## src/inc/fsk_pkg.sv

```systemverilog
// Constants shared by the FSK modem transmit and receive path.
// Assumes a 200 MHz system clock; all timing counts derive from it.
package fsk_pkg;
  // Clock and line rates
  localparam int unsigned CLK_HZ = 200_000_000;
  localparam int unsigned BIT_BPS = 1200;
  localparam int unsigned MARK_HZ = 1200;
  localparam int unsigned SPACE_HZ = 2200;
  // Waveform table shape
  localparam int unsigned TBL_LEN = 32;
  localparam int unsigned TBL_W = 6;
  localparam int unsigned IDX_W = 5;
  localparam int unsigned PEAK_IDX = 8;
  // Cycle counts; a bit-time rounds down to whole cycles
  localparam int unsigned BIT_CYC = CLK_HZ / BIT_BPS;
  localparam int unsigned MARK_STEP = CLK_HZ / (MARK_HZ * TBL_LEN);
  localparam int unsigned SPACE_STEP = CLK_HZ / (SPACE_HZ * TBL_LEN);
  localparam int unsigned MARK_HALF = CLK_HZ / (2 * MARK_HZ);
  localparam int unsigned SPACE_HALF = CLK_HZ / (2 * SPACE_HZ);
  localparam int unsigned HALF_THR = (MARK_HALF + SPACE_HALF) / 2;
  localparam int unsigned HALF_MIN = SPACE_HALF / 2;
  localparam int unsigned HALF_MAX_US = 550;
  localparam int unsigned HALF_MAX = (CLK_HZ / 1_000_000) * HALF_MAX_US;
  localparam int unsigned HOLD_US = 2100;
  localparam int unsigned HOLD_CYC = (CLK_HZ / 1_000_000) * HOLD_US;
  localparam int unsigned START_BITS = 5;
  localparam int unsigned CD_ON_BITS = 6;
  localparam int unsigned CNT_W = 20;
  // Carrier sense hysteresis on good half-cycles
  localparam logic [3:0] CD_MAX = 4'h8;
  localparam logic [3:0] CD_ON = 4'h8;
  localparam logic [3:0] CD_OFF = 4'h4;
  // Byte FIFOs
  localparam int unsigned FIFO_DEPTH = 4;
  localparam int unsigned PTR_W = 3;
  localparam logic [3:0] BYTE_BITS = 4'h8;
  // Synchroniser lanes and their reset values
  localparam int unsigned SY_SDI = 0;
  localparam int unsigned SY_CSN = 1;
  localparam int unsigned SY_SCLK = 2;
  localparam int unsigned SY_FILT = 3;
  localparam int unsigned SY_RAW = 4;
  localparam int unsigned SY_TXD = 5;
  localparam int unsigned SY_RTSN = 6;
  localparam int unsigned SY_IFSEL = 7;
  localparam int unsigned SY_W = 8;
  localparam logic [7:0] SYNC_RST = 8'h62;
  typedef logic signed [TBL_W-1:0] fsk_sample_t;
endpackage

```

## src/inc/fsk_tbl_if.sv

```systemverilog
// Link between the modulator and its waveform table.
// Assumes the table answers one clock after the address.
`timescale 1ns/1ps
interface fsk_tbl_if;
  logic [fsk_pkg::IDX_W-1:0] addr;
  fsk_pkg::fsk_sample_t data;
  modport user (output addr, input data);
  modport rom (input addr, output data);
endinterface // fsk_tbl_if

```

## src/hw/fsk_sine_rom.sv

```systemverilog
// One sine period of 32 signed 6-bit samples, registered read.
// Assumes the synchronous active-low reset of the modem clock domain.
`timescale 1ns/1ps
module fsk_sine_rom (
  input wire logic sys_clk_in,
  input wire logic resetn_in,
  fsk_tbl_if.rom tbl
);
  import fsk_pkg::*;

  fsk_sample_t data_d;
  fsk_sample_t data_q;

  // Quarter wave; the other three quarters come by symmetry
  function automatic fsk_sample_t quarter(input logic [3:0] k);
    case (k)
      4'h0: quarter = 6'sd0;
      4'h1: quarter = 6'sd6;
      4'h2: quarter = 6'sd12;
      4'h3: quarter = 6'sd17;
      4'h4: quarter = 6'sd22;
      4'h5: quarter = 6'sd26;
      4'h6: quarter = 6'sd29;
      4'h7: quarter = 6'sd30;
      default: quarter = 6'sd31;
    endcase
  endfunction

  ////////////////////////////////////////////////////////////////////
  // Fold index onto the quarter wave
  always_comb begin
    logic [3:0] half_idx;
    logic [3:0] k;
    half_idx = tbl.addr[3:0];
    k = (half_idx > 4'h8) ? 4'(5'h10 - {1'b0, half_idx}) : half_idx;
    data_d = tbl.addr[4] ? -quarter(k) : quarter(k);
  end

  // Read data leave from a register
  always_ff @(posedge sys_clk_in) begin
    if (!resetn_in) begin
      data_q <= '0;
    end else begin
      data_q <= data_d;
    end
  end

  assign tbl.data = data_q;
endmodule // fsk_sine_rom

```

## src/hw/fsk_modem.sv

```systemverilog
// FSK modulator and demodulator path with UART pass-through and SPI FIFOs.
// Assumes pins arrive asynchronously; config bits come from the same clock.
//
// Operation
// SPI mode: bytes written over SPI fill a transmit FIFO feeding the modulator.
// UART mode: transmit FIFO bypassed, UART line bits go straight to modulator.
// Mark (one) is a 1200 Hz tone, space (zero) a 2200 Hz tone.
// Waveform table holds 32 signed 6-bit samples of one sine period.
// Index steps once per step period picked by data bit; phase stays continuous.
// Unless full duplex, modulator and demodulator never run together.
// UART host pulls request-to-send pin low to transmit, high to stop.
// SPI host requests transmit with the request-to-send control bit.
// SPI mode: demodulated bits from raw or filtered input fill a receive FIFO.
// UART mode: demodulated bits drive the UART receive output unbuffered.
// UART mode: carrier sense output is high while a valid carrier is seen.
// SPI mode: carrier detection toggles the interrupt and sets the carrier flag.
// Carrier sensing uses hysteresis against marginal or fluctuating input.
// Carrier reaches its first peak within 5 bit-times of request.
// Carrier falls below receive amplitude within 3 bit-times of release.
// Carrier reaches zero within 6 bit-times of release.
// Carrier sense asserts within 6 bit-times of a valid carrier.
// Carrier sense drops within 3 ms of carrier removal.
// After transmit ends, wait at least 2.1 ms before sensing carrier.
// SPI host keeps chip select high at least 3.06 us between frames.
// Host waits 30 us after power-down before expecting operation.
// SPI data output shifts input through, allowing daisy chaining.
// One bit-time is one period of 1200 bit/s from the system clock.
`timescale 1ns/1ps
module fsk_modem #(
  parameter int unsigned BIT_CYC = fsk_pkg::BIT_CYC,
  parameter int unsigned MARK_STEP = fsk_pkg::MARK_STEP,
  parameter int unsigned HALF_THR = fsk_pkg::HALF_THR,
  parameter int unsigned HALF_MIN = fsk_pkg::HALF_MIN,
  parameter int unsigned HALF_MAX = fsk_pkg::HALF_MAX,
  parameter int unsigned HOLD_CYC = fsk_pkg::HOLD_CYC
) (
  input wire logic sys_clk_in,
  input wire logic resetn_in,
  input wire logic if_sel_in,
  input wire logic full_duplex_in,
  input wire logic rts_bit_in,
  input wire logic rx_filt_sel_in,
  input wire logic flag_clr_in,
  input wire logic rts_n_in,
  input wire logic uart_txd_in,
  input wire logic analog_rx_in,
  input wire logic filtered_rx_in,
  input wire logic sclk_in,
  input wire logic cs_n_in,
  input wire logic sdi_in,
  output logic signed [fsk_pkg::TBL_W-1:0] analog_tx_out,
  output logic tx_active_out,
  output logic uart_rxd_out,
  output logic carrier_sense_out,
  output logic irq_out,
  output logic carrier_flag_bit_out,
  output logic sdo_out,
  output logic sdo_oe_out
);
  import fsk_pkg::*;
  // Space step scales with the mark step so shortened counts keep the tone ratio
  localparam int unsigned SP_STEP = MARK_STEP * MARK_HZ / SPACE_HZ;

  ////////////////////////////////////////////////////////////////////
  // Two-flop synchronisers for every pin
  logic [SY_W-1:0] s1_q, s2_q, s3_q, pin_async;
  assign pin_async = {if_sel_in, rts_n_in, uart_txd_in, analog_rx_in,
                      filtered_rx_in, sclk_in, cs_n_in, sdi_in};
  // Third stage only feeds edge detectors, never the first flop
  always_ff @(posedge sys_clk_in) begin
    if (!resetn_in) begin
      s1_q <= SYNC_RST;
      s2_q <= SYNC_RST;
      s3_q <= SYNC_RST;
    end else begin
      s1_q <= pin_async;
      s2_q <= s1_q;
      s3_q <= s2_q;
    end
  end

  logic spi, rx_in, rx_prev, sclk_rise, sclk_fall, cs_fall, cs_rise;
  assign spi = s2_q[SY_IFSEL];
  assign rx_in = rx_filt_sel_in ? s2_q[SY_FILT] : s2_q[SY_RAW];
  assign rx_prev = rx_filt_sel_in ? s3_q[SY_FILT] : s3_q[SY_RAW];
  assign sclk_rise = s2_q[SY_SCLK] & ~s3_q[SY_SCLK];
  assign sclk_fall = ~s2_q[SY_SCLK] & s3_q[SY_SCLK];
  assign cs_fall = ~s2_q[SY_CSN] & s3_q[SY_CSN];
  assign cs_rise = s2_q[SY_CSN] & ~s3_q[SY_CSN];

  ////////////////////////////////////////////////////////////////////
  // Bit-time tick, free running
  logic [CNT_W-1:0] btim_d, btim_q;
  logic bit_tick;
  assign bit_tick = (btim_q == CNT_W'(BIT_CYC - 1));
  always_comb begin
    btim_d = bit_tick ? '0 : btim_q + 1'b1;
  end

  ////////////////////////////////////////////////////////////////////
  // SPI shifter, byte FIFOs, transmit and receive state
  logic [7:0] sh_d, sh_q, txsh_d, txsh_q, rxsh_d, rxsh_q;
  logic [3:0] sbits_d, sbits_q, txn_d, txn_q, rxn_d, rxn_q, hys_d, hys_q;
  logic sdo_d, sdo_q, sdo_oe_d, sdo_oe_q;
  logic [7:0] txf_d [FIFO_DEPTH];
  logic [7:0] txf_q [FIFO_DEPTH];
  logic [7:0] rxf_d [FIFO_DEPTH];
  logic [7:0] rxf_q [FIFO_DEPTH];
  logic [PTR_W-1:0] txw_d, txw_q, txr_d, txr_q, rxw_d, rxw_q, rxr_d, rxr_q;
  logic tx_on_d, tx_on_q, tx_req, rx_act, tx_bit;
  logic [IDX_W-1:0] idx_d, idx_q;
  logic [CNT_W-1:0] step_d, step_q, gap_d, gap_q, hold_d, hold_q;
  fsk_sample_t dac_d, dac_q;
  logic cd_d, cd_q, rbit_d, rbit_q, rxd_d, rxd_q, irq_d, irq_q, flag_d, flag_q;
  logic sense_d, sense_q;
  fsk_tbl_if tbl ();

  // FIFO occupancy tests are used on both FIFOs
  function automatic logic is_full(input logic [PTR_W-1:0] w, r);
    is_full = (w[PTR_W-1] != r[PTR_W-1]) && (w[PTR_W-2:0] == r[PTR_W-2:0]);
  endfunction
  function automatic logic is_empty(input logic [PTR_W-1:0] w, r);
    is_empty = (w == r);
  endfunction

  // Request source depends on interface; arbitration blocks tx during rx
  assign tx_req = spi ? rts_bit_in : ~s2_q[SY_RTSN]; // see
  assign rx_act = ~tx_on_q | full_duplex_in;

  // Modulator bit: UART line bypasses the FIFO, SPI shifts FIFO bytes
  assign tx_bit = spi ? ((txn_q != 4'h0) ? txsh_q[0] : 1'b1)
                      : s2_q[SY_TXD];

  assign tbl.addr = idx_q;

  ////////////////////////////////////////////////////////////////////
  // Transmit path
  always_comb begin
    logic [CNT_W-1:0] lim;
    lim = tx_bit ? CNT_W'(MARK_STEP) : CNT_W'(SP_STEP);
    tx_on_d = tx_req && (tx_on_q || full_duplex_in || !cd_q);
    step_d = '0;
    idx_d = '0;
    if (tx_on_q) begin
      // Compare with >= so a bit change mid-step keeps phase
      if (step_q >= lim - 1'b1) begin
        idx_d = idx_q + 1'b1;
      end else begin
        step_d = step_q + 1'b1;
        idx_d = idx_q;
      end
    end
    // Output forced to zero the cycle after release
    dac_d = tx_on_q ? tbl.data : '0; // see
    hold_d = (tx_on_q && !tx_on_d) ? CNT_W'(HOLD_CYC) :
             (hold_q != '0) ? hold_q - 1'b1 : '0;
    txsh_d = txsh_q;
    txn_d = txn_q;
    txr_d = txr_q;
    if (spi && tx_on_q && bit_tick) begin
      if (txn_q > 4'h1) begin
        txsh_d = {1'b0, txsh_q[7:1]};
        txn_d = txn_q - 1'b1;
      end else if (!is_empty(txw_q, txr_q)) begin
        txsh_d = txf_q[txr_q[PTR_W-2:0]];
        txn_d = BYTE_BITS;
        txr_d = txr_q + 1'b1;
      end else begin
        txn_d = 4'h0;
      end
    end
  end

  ////////////////////////////////////////////////////////////////////
  // Demodulator: half-period measurement and carrier hysteresis
  always_comb begin
    logic edge_seen;
    edge_seen = (rx_in != rx_prev);
    gap_d = gap_q + 1'b1;
    hys_d = hys_q;
    rbit_d = rbit_q;
    if (!rx_act || hold_q != '0) begin
      gap_d = '0;
      hys_d = '0;
    end else if (edge_seen) begin
      gap_d = '0;
      if (gap_q >= CNT_W'(HALF_MIN) && gap_q < CNT_W'(HALF_MAX)) begin
        rbit_d = (gap_q >= CNT_W'(HALF_THR)); // Long half-cycle is mark
        hys_d = (hys_q < CD_MAX) ? hys_q + 1'b1 : hys_q;
      end else if (hys_q != 4'h0) begin
        hys_d = hys_q - 1'b1;
      end
    end else if (gap_q == CNT_W'(HALF_MAX - 1)) begin
      // Silence counts as a lost half-cycle; bounds the drop time
      gap_d = '0;
      hys_d = (hys_q != 4'h0) ? hys_q - 1'b1 : hys_q;
    end
    // Separate on and off levels keep a marginal carrier from chattering
    cd_d = (hys_q >= CD_ON) ? 1'b1 : (hys_q <= CD_OFF) ? 1'b0 : cd_q;
    rxd_d = (cd_q && !spi) ? rbit_q : 1'b1;
    sense_d = cd_d && !spi;
    irq_d = (spi && cd_d && !cd_q) ? ~irq_q : irq_q;
    // Set wins over a clear in the same cycle
    flag_d = (spi && cd_d && !cd_q) ? 1'b1 : (flag_clr_in ? 1'b0 : flag_q);
    rxsh_d = rxsh_q;
    rxn_d = cd_q ? rxn_q : 4'h0;
    if (spi && cd_q && bit_tick) begin
      rxsh_d = {rbit_q, rxsh_q[7:1]};
      rxn_d = (rxn_q == BYTE_BITS - 1'b1) ? 4'h0 : rxn_q + 1'b1;
    end
  end

  ////////////////////////////////////////////////////////////////////
  // SPI shifter and FIFO pointers
  always_comb begin
    logic rx_push;
    rx_push = 1'b0;
    txf_d = txf_q;
    rxf_d = rxf_q;
    txw_d = txw_q;
    rxw_d = rxw_q;
    rxr_d = rxr_q;
    sh_d = sh_q;
    sbits_d = sbits_q;
    sdo_d = sdo_q;
    sdo_oe_d = ~s2_q[SY_CSN];
    if (cs_fall) begin
      sbits_d = 4'h0;
      if (spi && !is_empty(rxw_q, rxr_q)) begin
        sh_d = rxf_q[rxr_q[PTR_W-2:0]];
        rxr_d = rxr_q + 1'b1;
      end else begin
        sh_d = '0;
      end
    end else if (!s2_q[SY_CSN]) begin
      // Out on rising edge, in on falling edge; eight-bit delay chains
      if (sclk_rise) begin
        sdo_d = sh_q[7];
      end
      if (sclk_fall) begin
        sh_d = {sh_q[6:0], s2_q[SY_SDI]};
        sbits_d = (sbits_q < BYTE_BITS) ? sbits_q + 1'b1 : sbits_q;
      end
    end
    // Last eight bits of a frame are this device's byte
    if (cs_rise && spi && sbits_q == BYTE_BITS && !is_full(txw_q, txr_q)) begin
      txf_d[txw_q[PTR_W-2:0]] = sh_q;
      txw_d = txw_q + 1'b1;
    end
    // A full receive FIFO drops new bytes rather than overwrite
    rx_push = spi && cd_q && bit_tick && (rxn_q == BYTE_BITS - 1'b1);
    if (rx_push && !is_full(rxw_q, rxr_d)) begin
      rxf_d[rxw_q[PTR_W-2:0]] = {rbit_q, rxsh_q[7:1]};
      rxw_d = rxw_q + 1'b1;
    end
  end

  ////////////////////////////////////////////////////////////////////
  // Registers
  always_ff @(posedge sys_clk_in) begin
    if (!resetn_in) begin
      btim_q <= '0;
      tx_on_q <= 1'b0;
      step_q <= '0;
      idx_q <= '0;
      dac_q <= '0;
      hold_q <= '0;
      txsh_q <= '0;
      txn_q <= '0;
      gap_q <= '0;
      hys_q <= '0;
      rbit_q <= 1'b1;
      cd_q <= 1'b0;
      sense_q <= 1'b0;
      rxd_q <= 1'b1;
      irq_q <= 1'b0;
      flag_q <= 1'b0;
      rxsh_q <= '0;
      rxn_q <= '0;
      sh_q <= '0;
      sbits_q <= '0;
      sdo_q <= 1'b0;
      sdo_oe_q <= 1'b0;
      txw_q <= '0;
      txr_q <= '0;
      rxw_q <= '0;
      rxr_q <= '0;
      txf_q <= '{default: '0};
      rxf_q <= '{default: '0};
    end else begin
      btim_q <= btim_d;
      tx_on_q <= tx_on_d;
      step_q <= step_d;
      idx_q <= idx_d;
      dac_q <= dac_d;
      hold_q <= hold_d;
      txsh_q <= txsh_d;
      txn_q <= txn_d;
      gap_q <= gap_d;
      hys_q <= hys_d;
      rbit_q <= rbit_d;
      cd_q <= cd_d;
      sense_q <= sense_d;
      rxd_q <= rxd_d;
      irq_q <= irq_d;
      flag_q <= flag_d;
      rxsh_q <= rxsh_d;
      rxn_q <= rxn_d;
      sh_q <= sh_d;
      sbits_q <= sbits_d;
      sdo_q <= sdo_d;
      sdo_oe_q <= sdo_oe_d;
      txw_q <= txw_d;
      txr_q <= txr_d;
      rxw_q <= rxw_d;
      rxr_q <= rxr_d;
      txf_q <= txf_d;
      rxf_q <= rxf_d;
    end
  end

  fsk_sine_rom u_rom (
    .sys_clk_in(sys_clk_in),
    .resetn_in(resetn_in),
    .tbl(tbl)
  );

  // Outputs straight from flops
  assign analog_tx_out = dac_q;
  assign tx_active_out = tx_on_q;
  assign uart_rxd_out = rxd_q;
  assign carrier_sense_out = sense_q;
  assign irq_out = irq_q;
  assign carrier_flag_bit_out = flag_q;
  assign sdo_out = sdo_q;
  assign sdo_oe_out = sdo_oe_q;

  ////////////////////////////////////////////////////////////////////
  // Checks; helper counter of cycles from request to first peak
  logic [CNT_W+2:0] start_q;
  logic peak_q;
  // Stops at the first peak so later wraps of the index do not count
  always_ff @(posedge sys_clk_in) begin
    if (!resetn_in || !tx_on_q) begin
      start_q <= '0;
      peak_q <= 1'b0;
    end else if (!peak_q) begin
      peak_q <= (idx_q == IDX_W'(PEAK_IDX));
      start_q <= start_q + 1'b1;
    end
  end
  logic [CNT_W+2:0] cdon_q;
  always_ff @(posedge sys_clk_in) begin
    if (!resetn_in || hys_q == 4'h0 || cd_q) begin
      cdon_q <= '0;
    end else begin
      cdon_q <= cdon_q + 1'b1;
    end
  end
endmodule // fsk_modem

```

## config.mk

```make
export PLATFORM = sky130hd
export DESIGN_NAME = fsk_modem
export DESIGN_NICKNAME = d
export VERILOG_FILES = /design/src/inc/fsk_pkg.sv /design/src/inc/fsk_tbl_if.sv /design/src/hw/fsk_sine_rom.sv /design/src/hw/fsk_modem.sv
export SDC_FILE = /design/constraint.sdc
export NUM_CORES = 1
export LEC_CHECK = 0
export BUFFER_PORTS_ARGS = -buffer_cell sky130_fd_sc_hd__buf_2
export CORE_MARGIN = 2
export CORE_UTILIZATION = 42
export DETAILED_ROUTE_END_ITERATION = 16
export GPL_TIMING_DRIVEN = 0
export PLACE_DENSITY_LB_ADDON = 0.1
export SYNTH_ARGS = -nofsm -noshare
export SYNTH_HDL_FRONTEND = slang
export SYNTH_SLANG_ARGS = --single-unit
export TNS_END_PERCENT = 50
```

## constraint.sdc

```tcl
create_clock -name sys_clk_in -period 4 [get_ports sys_clk_in]
set_clock_uncertainty 0.05 [all_clocks]
set_input_delay 0.6 -clock sys_clk_in [delete_from_list [all_inputs] [get_ports sys_clk_in]]
set_output_delay 0.6 -clock sys_clk_in [all_outputs]
set_load 0.01 [all_outputs]
```

==> out/qor.yml <==
final_layout:
  final_nets: 1251
  syn_to_final_growth_pct: 13.5
  fillCellCount: 2425
  drive_gt1_frac: 0.0927
synth:
  yosys.area.top_type: "dfxtp_1"
  ys_top_cells_by_count: "dfxtp_1, nor2_1, nand2_1, mux2i_1, xor2_1"
  synth_area_leaders: "dfxtp_1, mux2i_1, nor2_1"
  synth-seq-cells: 241
  ys_async_sr_fraction: 0
  ys_seq_area_frac: 0.451
  synth_ff_type: "dfxtp_1"
  synth_cell_types: 72
  yosysTopAreaCellShare: 0.451
  yosysWarnings: 0
  syn_inst: 1139
  syn_area_mm2: 0.0107
  avgSynthCellArea_um2: 9.39
  synth.most_common_cell: "dfxtp_1"
  synth_edf_count: 0
critical_path:
  slowest_delay_ns: 0.53
  path_cells: "inv_1, ha_1, nand2b_1, a21oi_1, a31oi_1, inv_1, ha_1, mux2_2, nor2_1, ha_1, inv_1, a2111oi_1, nor3_1, nor3_1"
  worstPathArrival_ns: 3.92
  slowest_stage: "dfxtp_1"
  critPathTopFamily: "compound AO/OA/AOI/OAI gates"
  cp-end-kind: "flop"
  path_class: "reg2reg"
  cp_max_fo: 10
  critPathBufInv: 3
  critical_path_required_ns: 4.40
  worstSetupStartpointType: "flop"
route:
  drc: 0
  avgRoutedWirePerCell_um: 14.8
  vias_per_cell: 5.03
  totalWireLength_mm: 23.0
  ant_nets: 0
  dr.first_iter.drc_count: 399
  vias: 7800
  drtPass1Iterations: 5
clocking:
  numClockSinks: 241
  cts-htree-levels: 1
  hold_buffers: 0
  cts_tree: "yes"
  clock-root-buffer: "clkbuf_16"
  cts.path.max_buffers: 3
  cts_made_buffers: 28
  cts_setup_buffers: 0
  worstSkewPairLatency_ns: 0.53
  cts_resized: 0
  clk_pin_slew_ns: 0.06
place:
  dpl.hpwl_mm: 16.1
  gp_congestion: 0.811
  portBuffers: 25
grt:
  grt_pass1_vias: 7619
  grt.overflow.total: 0
  grt_first_pass_wirelength_mm: 38.5
  gr-usage-all-layers: 0.177
  antenna_found_initial: 1
  grt_max_degree: 14
timing:
  fin_crit_sh: 0.880
  finalMaxSlewViolations: 0
  rsz0062_at_grt: "false"
  fin_crit_ns: 3.52
  relSlewSlack: 0.447
  final.setup.tns_ns: 0
  whs_ns: 0.196
  setup_viol: 0
  fmax_mhz: 284
  tightest_slew_ns: 0.828
  final_hold_viol_count: 0
pwr:
  p_leak_nw: 4.81
  ir_drop_mv: 0.371
  powerDensity_mw_per_mm2: 455
floorplan:
  die-height_um: 164
  core_area_mm2: 0.0251
  initial_core_util: 0.426
  dieArea_mm2: 0.0268
  io_pins: 27
  die_x_um: 164
  row_count: 58
hold_path:
  hold_path_class: "in2reg"
run:
  cap_violations: 0
outcome:
  status: "completed"
## final timing paths
kind / startpoint / end / slack [ns] / cells past startpoint
worst min register to register: s1_q[6] / s2_q[6] / 0.37 / 1
worst max-delay path: idx_q[0] / u_rom.tbl.data[4] / 0.48 / 14
worst min-delay path: rts_n_in / s1_q[6] / 0.20 / 2
worst max register to register: idx_q[0] / u_rom.tbl.data[4] / 0.48 / 14
## sequential cells by signal, summed over array words and instances (netlist names), 7 cells and up
signal	count
btim_q	20
gap_q	20
hold_q	20
rxf_q	32
rxsh_q	7
s1_q	8
s2_q	8
sh_q	8
step_q	20
txf_q	32
txsh_q	8
## final cells by class
| class | count | area, µm² | share of cell area |
|---|---|---|---|
| Multi-Input combinational cell | 818 | 5550 | 0.457 |
| Sequential cell | 241 | 4820 | 0.397 |
| Clock buffer | 47 | 863 | 0.0711 |
| Tap cell | 330 | 413 | 0.0340 |
| Buffer | 48 | 213 | 0.0175 |
| Inverter | 37 | 139 | 0.0114 |
| Timing Repair Buffer | 25 | 125 | 0.0103 |
| Clock inverter | 3 | 15.0 | 0.00124 |
| Antenna cell | 1 | 2.50 | 0.000206 |
## per-stage QoR
| stage | util | cells | setup slack, ns | total power, mW | instance area (µm²) |
|---|---|---|---|---|---|
| final | 0.484 | 1550 | 0.481 | 5.52 | 12100 |
| after detailed placement | 0.448 | 1499 | 0.394 | 3.17 | 11300 |
| after CTS | 0.483 | 1549 | 0.365 | 5.62 | 12100 |
| after global placement | 0.448 | 1499 | 0.398 | 3.17 | 11300 |
| after floorplan | - | 1144 | 1.02 | 3.05 | 10700 |
| after global routing | 0.484 | 1549 | 0.0580 | 5.80 | 12100 |
## where the power goes
| part | switching, mW | internal, mW | leakage, nW | total (mW) |
|---|---|---|---|---|
| clock network | 0.956 | 1.45 | 0.432 | 2.41 |
| registers | 0.0866 | 2.50 | 1.95 | 2.59 |
| logic | 0.295 | 0.236 | 2.43 | 0.531 |
| total | 1.34 | 4.19 | 4.81 | 5.52 |
## kinds of logic (layout without fill, tap and decap cells)
logic type,after synthesis,count (layout),synth area share
xor+xnor,89,89,0.0728
flops,241,241,0.451
other cells,1,7,0.000350
fa+ha+maj,39,39,0.0454
mux,104,104,0.116
compound gates,126,126,0.0748
simple gates,454,454,0.207
buf+inv,85,160,0.0329
## metal layers
metal,GRT usage,part of all wire,wire length [µm]
met5,0,0,0
met3,0.0279,0.040,924
met4,0.0435,0.019,426
met2,0.290,0.44,10200
met1,0.244,0.50,11400
## worst reg2reg max path, cell delays in order (launching register included)
cell and delay (ns):
dfxtp_1 0.53, inv_1 0.19, ha_1 0.27, nand2b_1 0.12
a21oi_1 0.10, a31oi_1 0.35, inv_1 0.16, ha_1 0.22
mux2_2 0.28, nor2_1 0.15, ha_1 0.20, inv_1 0.05
a2111oi_1 0.50, nor3_1 0.09, nor3_1 0.19
## layout by cell type, fill, tap and decap left out, drive strengths merged, types with 3 or more instances in the layout
cell type  Yosys  final
a211oi        10     10
a21o           3      3
a21oi         39     39
a311o          3      3
a31o           4      4
a31oi          6      6
and2          16     16
and3          18     18
and4           4      4
buf           13     38
clkbuf        35     82
clkinv         0      3
conb           1      6
dfxtp        241    241
ha            38     38
inv           37     37
mux2i         87     87
mux4          16     16
nand2         96     96
nand2b        14     14
nand3         33     33
nand3b         5      5
nand4         16     16
nor2         177    177
nor2b          4      4
nor3          26     26
nor3b          6      6
nor4          13     13
o21ai         38     38
o22ai          3      3
or3            8      8
or4            7      7
xnor2         40     40
xor2          49     49
Power figures use the tool's default switching activity.
